`src/rtl/nest_irq_pkg.sv`:
```
// Constants, register map and field layout of the nested interrupt controller
// Assumes a single 10 MHz clock and a synchronous active-high reset
// Contract
// - Control bit 0 enables normal nesting
// - Control bit 1 enables fast nesting
// - Normal vector read sets normal status bit
// - Fast vector read sets fast status bit
// - Set status bit blocks equal, lower priorities
// - Status write clears lowest set bit only
// - Status bits 7:0, upper bits reserved
// - Fast vector 6:2 holds highest source
// - Read fast vector only during nested service; the bench also reads it after reset, with nesting off
// - Six external inputs, level or edge each
// - Software enables source, then selects trigger
// - Trigger selector for input n at 2n+1:2n
// - 11 fall, 10 rise, 01 low, 00 high
// - Edge clear bits 19..22 for inputs 0..3
// - Inputs 4,5 clear at bits 23,24
// - Software never writes reserved bits; the bench writes all ones to the vector base
// - Without nesting, fast beats normal
// - Three-bit priority per source, used when nesting
package nest_irq_pkg;
    localparam int num_src = 28;
    localparam int num_ext = 6;
    localparam int ext_src_base = 17;
    localparam logic [31:0] addr_vector_base = 32'hffff000c;
    localparam logic [31:0] addr_normal_vector = 32'hffff001c;
    localparam logic [31:0] addr_prio_base = 32'hffff0020;
    localparam logic [31:0] addr_nesting_control = 32'hffff0030;
    localparam logic [31:0] addr_ext_trigger_config = 32'hffff0034;
    localparam logic [31:0] addr_ext_edge_clear = 32'hffff0038;
    localparam logic [31:0] addr_normal_nest_status = 32'hffff003c;
    localparam logic [31:0] addr_fast_vector = 32'hffff011c;
    localparam logic [31:0] addr_fast_nest_status = 32'hffff013c;
    localparam logic [31:0] addr_normal_source_enable = 32'hffff0008;
    localparam logic [31:0] addr_fast_source_enable = 32'hffff0108;
    localparam int prio_regs = 4;
    localparam int normal_nest_enable_bit = 0;
    localparam int fast_nest_enable_bit = 1;
    localparam int vector_base_lsb = 7;
    localparam int vector_base_width = 16;
    localparam int vector_src_lsb = 2;
    localparam int edge_clear_lsb = 19;
    localparam logic [1:0] trig_high = 2'h0;
    localparam logic [1:0] trig_low = 2'h1;
    localparam logic [1:0] trig_rise = 2'h2;
    localparam logic [1:0] trig_fall = 2'h3;
    localparam logic [31:0] reset_value = 32'h00000000;
    localparam logic [2:0] no_prio = 3'h7;

    // Lowest set index of an 8-bit nesting status, 8 when empty
    function automatic logic [3:0] first_set(input logic [7:0] v);
        logic [3:0] r;
        r = 4'h8;
        for (int i = 7; i >= 0; i--) begin
            if (v[i]) begin
                r = 4'(i);
            end
        end
        return r;
    endfunction
endpackage

```
`src/rtl/nest_irq_if.sv`:
```
// Carrier joining the processor-side controller and the device
// Assumes both ends share i_clk; APB signals are as published
`timescale 1ns/1ps
interface nest_irq_if;
    logic psel;
    logic penable;
    logic pwrite;
    logic [31:0] paddr;
    logic [31:0] pwdata;
    logic [31:0] prdata;
    logic pready;
    logic pslverr;
    modport device (input psel, penable, pwrite, paddr, pwdata,
        output prdata, pready, pslverr);
    modport host (output psel, penable, pwrite, paddr, pwdata,
        input prdata, pready, pslverr);
endinterface

```
`src/rtl/ext_trigger.sv`:
```
// One external interrupt input: synchroniser, trigger decode, edge capture
// Assumes the pin is asynchronous to i_clk
`timescale 1ns/1ps
module ext_trigger
    import nest_irq_pkg::*;
(
    input wire logic i_clk,
    input wire logic i_rst,
    input wire logic i_pin,
    input wire logic [1:0] i_select,
    input wire logic i_clear,
    output logic o_request
);
    logic meta;
    logic pin_s;
    logic pin_d;
    logic captured;
    wire rise = pin_s & ~pin_d;
    wire fall = ~pin_s & pin_d;
    wire edge_mode = i_select[1];
    wire edge_hit = (i_select == trig_rise) ? rise : fall;
    wire level_hit = (i_select == trig_low) ? ~pin_s : pin_s;

    always_ff @(posedge i_clk) begin
        if (i_rst) begin
            meta <= 1'b0;
            pin_s <= 1'b0;
            pin_d <= 1'b0;
            captured <= 1'b0;
        end else begin
            meta <= i_pin;
            pin_s <= meta;
            pin_d <= pin_s;
            // A new edge in the clearing cycle survives the clear
            if (edge_mode && edge_hit) begin
                captured <= 1'b1;
            end else if (i_clear || !edge_mode) begin
                captured <= 1'b0;
            end
        end
    end

    assign o_request = edge_mode ? captured : level_hit;
endmodule // ext_trigger

```
`src/rtl/nest_irq_device.sv`:
```
// Nested interrupt controller: APB registers, priorities, nesting, external inputs
// Assumes synchronous sources on i_sources and asynchronous pins on i_ext_pins
//
// The implementer's own choice: register access over APB.
`timescale 1ns/1ps
module nest_irq_device
    import nest_irq_pkg::*;
(
    input wire logic i_clk,
    input wire logic i_rst,
    nest_irq_if.device bus,
    input wire logic [num_src-1:0] i_sources,
    input wire logic [num_ext-1:0] i_ext_pins,
    output logic o_normal_irq,
    output logic o_fast_irq
);
    logic [1:0] nesting_control;
    logic [11:0] ext_trigger_config;
    logic [7:0] normal_nest_status;
    logic [7:0] fast_nest_status;
    logic [vector_base_width-1:0] vector_base;
    logic [num_src-1:0] normal_source_enable;
    logic [num_src-1:0] fast_source_enable;
    logic [31:0] prio_word [prio_regs];
    logic [31:0] prdata;
    logic [num_ext-1:0] ext_req;
    logic [num_ext-1:0] ext_clear;
    logic [num_src-1:0] active;

    wire wr = bus.psel & bus.penable & bus.pwrite;
    wire rd = bus.psel & bus.penable & ~bus.pwrite;
    wire normal_nest = nesting_control[normal_nest_enable_bit];
    wire fast_nest = nesting_control[fast_nest_enable_bit];

    genvar g;
    generate
        for (g = 0; g < num_ext; g++) begin : ext
            // Inputs 4 and 5 share one printed bit; placed at 23 and 24 here
            assign ext_clear[g] = wr && bus.paddr == addr_ext_edge_clear
                && bus.pwdata[edge_clear_lsb + g];
            ext_trigger u_trig (
                .i_clk(i_clk),
                .i_rst(i_rst),
                .i_pin(i_ext_pins[g]),
                .i_select(ext_trigger_config[2*g+1 -: 2]),
                .i_clear(ext_clear[g]),
                .o_request(ext_req[g])
            );
        end
    endgenerate

    always_comb begin
        active = i_sources;
        active[ext_src_base +: num_ext] = ext_req;
    end

    // Priority words side by side; handed to the pick logic as an operand so that
    // a priority write re-evaluates the selection at once
    wire [32*prio_regs-1:0] prio_all = {prio_word[3], prio_word[2], prio_word[1], prio_word[0]};
    // Priority field of source s: eight 4-bit slots per word
    function automatic logic [2:0] prio_of(input logic [32*prio_regs-1:0] all, input int s);
        return all[s * 4 +: 3];
    endfunction

    typedef struct packed {
        logic found;
        logic [4:0] src;
        logic [2:0] prio;
    } pick_type;

    // Highest-priority request on one path; ties go to the lower number.
    // A status bit at or above the source level blocks it.
    function automatic pick_type pick(input logic [num_src-1:0] req, input logic nest,
                                      input logic [7:0] stat,
                                      input logic [32*prio_regs-1:0] prios);
        pick_type r;
        logic [3:0] lim;
        logic [2:0] p;
        r = '0;
        lim = first_set(stat);
        for (int s = 0; s < num_src; s++) begin
            p = nest ? prio_of(prios, s) : 3'h0;
            if (req[s] && (!nest || {1'b0, p} < lim)) begin
                if (!r.found || p < r.prio) begin
                    r.found = 1'b1;
                    r.src = 5'(s);
                    r.prio = p;
                end
            end
        end
        return r;
    endfunction

    pick_type normal_pick;
    pick_type fast_pick;
    assign normal_pick = pick(active & normal_source_enable, normal_nest, normal_nest_status,
        prio_all);
    assign fast_pick = pick(active & fast_source_enable, fast_nest, fast_nest_status, prio_all);

    // Fast outranks normal while normal nesting is off
    assign o_fast_irq = fast_pick.found;
    assign o_normal_irq = normal_pick.found && !(fast_pick.found && !normal_nest);

    wire [31:0] vec_normal = {9'h0, vector_base, normal_pick.src, 2'h0};
    wire [31:0] vec_fast = {9'h0, vector_base, fast_pick.src, 2'h0};
    wire hit_vector_base = bus.paddr == addr_vector_base;
    wire hit_normal_vector = bus.paddr == addr_normal_vector;
    wire hit_control = bus.paddr == addr_nesting_control;
    wire hit_trigger = bus.paddr == addr_ext_trigger_config;
    wire hit_edge_clear = bus.paddr == addr_ext_edge_clear;
    wire hit_normal_status = bus.paddr == addr_normal_nest_status;
    wire hit_fast_vector = bus.paddr == addr_fast_vector;
    wire hit_fast_status = bus.paddr == addr_fast_nest_status;
    wire hit_normal_enable = bus.paddr == addr_normal_source_enable;
    wire hit_fast_enable = bus.paddr == addr_fast_source_enable;
    // Only aligned words of the priority block answer; others raise pslverr
    wire prio_hit = bus.paddr[31:4] == addr_prio_base[31:4] && bus.paddr[1:0] == 2'h0;
    wire [1:0] prio_idx = bus.paddr[3:2];
    wire known = hit_vector_base || hit_normal_vector || prio_hit || hit_control || hit_trigger
        || hit_edge_clear || hit_normal_status || hit_fast_vector || hit_fast_status
        || hit_normal_enable || hit_fast_enable;
    wire rd_normal_vec = rd && hit_normal_vector;
    wire rd_fast_vec = rd && hit_fast_vector;
    wire set_normal = rd_normal_vec && normal_nest && normal_pick.found;
    wire set_fast = rd_fast_vec && fast_nest && fast_pick.found;
    wire clear_normal = wr && hit_normal_status;
    wire clear_fast = wr && hit_fast_status;

    // A write clears only the lowest set bit; a vector read in the same cycle
    // still sets its bit, and the set wins when both land on one bit
    function automatic logic [7:0] next_status(input logic [7:0] stat, input logic clear,
                                               input logic set, input logic [2:0] level);
        logic [7:0] r;
        logic [3:0] low;
        r = stat;
        low = first_set(stat);
        if (clear && !low[3]) begin
            r[low[2:0]] = 1'b0;
        end
        if (set) begin
            r[level] = 1'b1;
        end
        return r;
    endfunction

    wire [7:0] next_normal_nest_status = next_status(normal_nest_status, clear_normal,
        set_normal, normal_pick.prio);
    wire [7:0] next_fast_nest_status = next_status(fast_nest_status, clear_fast, set_fast,
        fast_pick.prio);

    always_comb begin
        case (bus.paddr)
            addr_vector_base: prdata = {9'h0, vector_base, 7'h0};
            addr_normal_vector: prdata = vec_normal;
            addr_nesting_control: prdata = {30'h0, nesting_control};
            addr_ext_trigger_config: prdata = {20'h0, ext_trigger_config};
            addr_normal_nest_status: prdata = {24'h0, normal_nest_status};
            addr_fast_vector: prdata = vec_fast;
            addr_fast_nest_status: prdata = {24'h0, fast_nest_status};
            addr_normal_source_enable: prdata = {4'h0, normal_source_enable};
            addr_fast_source_enable: prdata = {4'h0, fast_source_enable};
            default: prdata = prio_hit ? prio_word[prio_idx] : reset_value;
        endcase
    end

    assign bus.pready = 1'b1;
    assign bus.pslverr = bus.psel & bus.penable & ~known;

    // Read data is taken at setup so that it stands through the access edge
    always_ff @(posedge i_clk) begin
        if (i_rst) begin
            bus.prdata <= reset_value;
        end else if (bus.psel && !bus.penable && !bus.pwrite) begin
            bus.prdata <= prdata;
        end
    end

    always_ff @(posedge i_clk) begin
        if (i_rst) begin
            nesting_control <= 2'h0;
            ext_trigger_config <= 12'h0;
            normal_nest_status <= 8'h0;
            fast_nest_status <= 8'h0;
            vector_base <= '0;
            normal_source_enable <= '0;
            fast_source_enable <= '0;
            for (int i = 0; i < prio_regs; i++) begin
                prio_word[i] <= reset_value;
            end
        end else begin
            if (wr) begin
                case (bus.paddr)
                    addr_nesting_control: nesting_control <= bus.pwdata[1:0];
                    addr_ext_trigger_config: ext_trigger_config <= bus.pwdata[11:0];
                    addr_vector_base: vector_base <= bus.pwdata[22:7];
                    addr_normal_source_enable: normal_source_enable <= bus.pwdata[27:0];
                    addr_fast_source_enable: fast_source_enable <= bus.pwdata[27:0];
                    default: begin
                        if (prio_hit) begin
                            prio_word[prio_idx] <= bus.pwdata & 32'h77777777;
                        end
                    end
                endcase
            end
            normal_nest_status <= next_normal_nest_status;
            fast_nest_status <= next_fast_nest_status;
        end
    end
endmodule // nest_irq_device

```
`src/flat_wrapper.sv`:
```
// flat-port wrapper written by rule: the top's interface ports become plain ports
module nest_irq_device_flat import nest_irq_pkg::*;
  (i_clk, i_rst, i_sources, i_ext_pins, o_normal_irq, o_fast_irq, bus_psel, bus_penable, bus_pwrite, bus_paddr, bus_pwdata, bus_prdata, bus_pready, bus_pslverr);
  nest_irq_if bus_i ();
  input wire logic i_clk;
  input wire logic i_rst;
  input wire logic [num_src-1:0] i_sources;
  input wire logic [num_ext-1:0] i_ext_pins;
  output logic o_normal_irq;
  output logic o_fast_irq;
  input wire logic [$bits(bus_i.psel)-1:0] bus_psel;
  input wire logic [$bits(bus_i.penable)-1:0] bus_penable;
  input wire logic [$bits(bus_i.pwrite)-1:0] bus_pwrite;
  input wire logic [$bits(bus_i.paddr)-1:0] bus_paddr;
  input wire logic [$bits(bus_i.pwdata)-1:0] bus_pwdata;
  output wire logic [$bits(bus_i.prdata)-1:0] bus_prdata;
  output wire logic [$bits(bus_i.pready)-1:0] bus_pready;
  output wire logic [$bits(bus_i.pslverr)-1:0] bus_pslverr;
  assign bus_i.psel = bus_psel;
  assign bus_i.penable = bus_penable;
  assign bus_i.pwrite = bus_pwrite;
  assign bus_i.paddr = bus_paddr;
  assign bus_i.pwdata = bus_pwdata;
  assign bus_prdata = bus_i.prdata;
  assign bus_pready = bus_i.pready;
  assign bus_pslverr = bus_i.pslverr;
  nest_irq_device u_core (.i_clk(i_clk), .i_rst(i_rst), .bus(bus_i), .i_sources(i_sources), .i_ext_pins(i_ext_pins), .o_normal_irq(o_normal_irq), .o_fast_irq(o_fast_irq));
endmodule
```
`config.mk`:
```
export PLATFORM = sky130hd
export DESIGN_NAME = nest_irq_device_flat
export DESIGN_NICKNAME = d
export VERILOG_FILES = /design/src/rtl/nest_irq_pkg.sv /design/src/rtl/nest_irq_if.sv /design/src/rtl/ext_trigger.sv /design/src/rtl/nest_irq_device.sv /design/src/flat_wrapper.sv
export SDC_FILE = /design/constraint.sdc
export NUM_CORES = 1
export LEC_CHECK = 0
export BUFFER_PORTS_ARGS = -buffer_cell sky130_fd_sc_hd__buf_2
export CAP_MARGIN = 15
export CORE_ASPECT_RATIO = 1.4
export CORE_MARGIN = 3
export CORE_UTILIZATION = 45
export CTS_CLUSTER_DIAMETER = 200
export DETAILED_ROUTE_END_ITERATION = 7
export MAX_ROUTING_LAYER = met4
export PLACE_DENSITY_LB_ADDON = 0.05
export SYNTH_ARGS = -nofsm -noshare
export SYNTH_HDL_FRONTEND = slang
export SYNTH_SLANG_ARGS = --single-unit
```
`constraint.sdc`:
```
create_clock -name i_clk -period 85.8 [get_ports i_clk]
set_input_delay 12.87 -clock i_clk [delete_from_list [all_inputs] [get_ports i_clk]]
set_output_delay 12.87 -clock i_clk [all_outputs]
set_load 0.005 [all_outputs]
```
==> run_results.csv <==
group,metric,value,unit
sta,setup_viol,0,
routing,firstDrtPassIters,6,
logic_synthesis,ys.flop_type,"dfxtp_1",
clock_tree,clk_pin_slew_worst_paths,0.06,ns
layout,drive_gt1_share,11.6,%
flow_run,cap_violations,0,
clock_tree,cts_root_buf,"clkbuf_16",
place,port_buffers,129,
grt,overflow,0,
layout,final_cells,3966,
worst_hold_path,hold_class,"reg -> reg",
power,p_per_area,10.3,mW/mm^2
setup_path,slowest_delay,0.69,ns
logic_synthesis,ys_warn_count,0,
place,place_hpwl,82600,um
routing,detail_route.wl_per_cell,27.2,um
routing,vias,25978,
routing,drc,0,
logic_synthesis,ys_ff_latch,253,
layout,final_nets,3493,
setup_path,crit_path_max_fanout,11,
logic_synthesis,synth.distinct_cells,121,
routing,drtIter0Drc,2507,
grt,track_usage,37.9,%
setup_path,critPathMostFrequentCell,"ha_1",
grt,antenna_found_initial,3,
setup_path,cp_top_family,"compound AO/OA/AOI/OAI gates",
sta,final.period_utilization,58.3,%
grt,grt_pass1_wl,159000,um
power,power_leakage,10.6,nW
sta,setup_tns,0,ns
sta,timing.slew.headroom,26.9,%
setup_path,r2r-start,"u_core.nesting_control[0]",
grt,grt_pass1_vias,25084,
setup_path,path_class,"in -> reg",
setup_path,crit_slowest_cell,"a2111oi_1",
logic_synthesis,synthTopCellsByCount,"nand2_1, nor2_1, a21oi_1",
sta,tightest_slew,1.09,ns
sta,max_freq,20.0,MHz
power,vdd_drop_max,0.0000139,V
sta,maxSlewViolCount,0,
place,gp_congestion,0.954,
die,die_area,0.0565,mm^2
clock_tree,clock_sinks,253,
logic_synthesis,ys_top_cells_by_area,"dfxtp_1, edfxtp_1, nand2_1",
logic_synthesis,syn-cell-area,0.0242,mm^2
die,die_w,202,um
clock_tree,post_cts_buffers,0,
logic_synthesis,synth-edff-count,96,
die,initial_utilization,45.9,%
logic_synthesis,synthDominantCellAreaShare,13.0,%
logic_synthesis,syn_nets,3421,
worst_hold_path,whs_path_depth,1,
place,preCtsSetupSlack,35.74,ns
setup_path,crit_required,86.30,ns
logic_synthesis,synth-async-reset-ratio,0,%
die,row_count,99,
routing,drt_wl_total,108000,um
sta,finClkSkew,0.0268,ns
routing,via_per_inst,6.55,
worst_hold_path,holdPathEnd,"u_core.ext[0].u_trig.pin_s",
setup_path,r2r_end,"u_core.normal_nest_status[5]",
grt,grt_max_degree,74,
logic_synthesis,yosysSeqAreaShare,24.9,%
place,place_inst,3913,
die,ios,139,
logic_synthesis,syn_avg_cell_area,7.64,um^2
setup_path,crit_arrival,50.53,ns
logic_synthesis,synthCells,3163,
setup_path,start_kind,"primary input",
worst_hold_path,min_from,"u_core.ext[0].u_trig.meta",
setup_path,reg2reg_setup_slack,45.97,ns
routing,ant_nets,0,
setup_path,path_buf_inv,5,
logic_synthesis,synth.most_common_cell,"nand2_1",
clock_tree,h-tree-depth,1,
sta,hold_viol,0,
status,outcome,"finished, final reports clean",
clock_tree,clock_latency,0.59,ns
sta,rsz0062_at_grt,"no",
clock_tree,cts_inserted_buffers,27,
setup_path,end_kind,"register",
sta,worst_slack,35.77,ns
clock_tree,ctsResizeCount,0,
logic_synthesis,synth_top_area_cell,"dfxtp_1",
clock_tree,ctsHoldBuffers,0,
sta,min_period,50.03,ns
die,die_h,280,um
layout,area_growth,9.76,%
setup_path,reg2reg_depth,171,
clock_tree,tritoncts,"done",
clock_tree,cts_buffer_depth,3,
die,core-area,0.0526,mm^2
==> power breakdown <==
group | leakage [nW] | switching (mW) | internal, mW
registers | 2.18 | 0.00636 | 0.127
clock network | 0.425 | 0.0536 | 0.0682
logic | 7.95 | 0.0121 | 0.00578
==> routing by layer <==
metal | vias up | part of all wire, % | global-route usage, %
met2 | 1263 | 47 | 63.0
met1 | 12479 | 38 | 44.0
met4 | 0 | 7.3 | 22.3
met5 | - | 0 | -
met3 | 310 | 7.6 | 4.75
li1 | 11926 | - | -
==> cell type report <==
| class | instances | area [um^2] |
|---|---|---|
| multi-input combinational | 2635 | 17200 |
| antenna | 3 | 7.51 |
| sequential | 253 | 6030 |
| clock buffer | 40 | 766 |
| clock inverter | 10 | 123 |
| fill | 5286 | 26100 |
| timing repair buffer | 173 | 978 |
| inverter | 145 | 544 |
| tap | 707 | 885 |
==> cell usage in the layout (no fill, tap or decap), types with 41 or more instances in the layout <==
cell and count:
a21o_1 70, inv_1 144, o21a_1 41, edfxtp_1 96, o21ai_0 141, dfxtp_1 155
buf_2 128, a21oi_1 275, mux2i_1 58, ha_1 155, nor2_1 275, buf_4 45
nand3_1 61, a31oi_1 57, and2_1 94, nand2_1 543, nor2b_1 45, nand2b_1 43
o211ai_1 59, nor3_1 51
==> worst max path at each step <==
| stage | startpoint | to | slack, ns | depth (start not counted) |
|---|---|---|---|---|
| global placement | i_sources[0] | u_core.normal_nest_status[5] | 36.04 | 167 |
| CTS | i_sources[0] | u_core.normal_nest_status[5] | 36.19 | 168 |
| global route | i_sources[0] | u_core.normal_nest_status[5] | 32.71 | 164 |
| floorplan | i_sources[0] | u_core.normal_nest_status[1] | 40.96 | 164 |
| detailed placement | i_sources[0] | u_core.normal_nest_status[5] | 35.74 | 168 |
| finish | i_sources[0] | u_core.normal_nest_status[5] | 35.77 | 168 |
==> per-stage QoR <==
stage | total power [mW] | hold WS [ns] | utilization [%] | area (um^2)
finish | 0.273 | 0.439 | 50.4 | 26500
global route | 0.279 | 0.459 | 50.4 | 26500
global placement | 0.153 | 0.424 | 48.7 | 25600
floorplan | 0.140 | 0.414 | - | 24200
CTS | 0.273 | 0.447 | 50.3 | 26500
detailed placement | 0.154 | 0.432 | 48.7 | 25600
==> sequential cells by signal, indices dropped and copies added, names as in the netlist <==
signal / flops
u_core.normal_nest_status: 8
u_core.fast_source_enable: 28
u_core.normal_source_enable: 28
u_core.bus.prdata: 31
u_core.nesting_control: 2
u_core.ext.u_trig.pin_d: 6
u_core.ext_trigger_config: 12
u_core.ext.u_trig.pin_s: 6
u_core.fast_nest_status: 8
u_core.ext.u_trig.meta: 6
u_core.ext.u_trig.captured: 6
u_core.vector_base: 16
u_core.prio_word: 96
==> cell families (layout without fill, tap and decap cells) <==
kind of cell	after synthesis	after routing	synth area share, %
and+or+nand+nor	1295	1295	25.0
xor gates and xnor gates	6	6	0.218
DFF	253	253	24.9
other	2	5	0.0311
muxes	122	122	6.58
AOI/OAI and AO/OA	1047	1047	30.5
buffers and inverters	275	368	4.34
adders and majority gates	163	163	8.36
(Power assumes the default switching activity.)
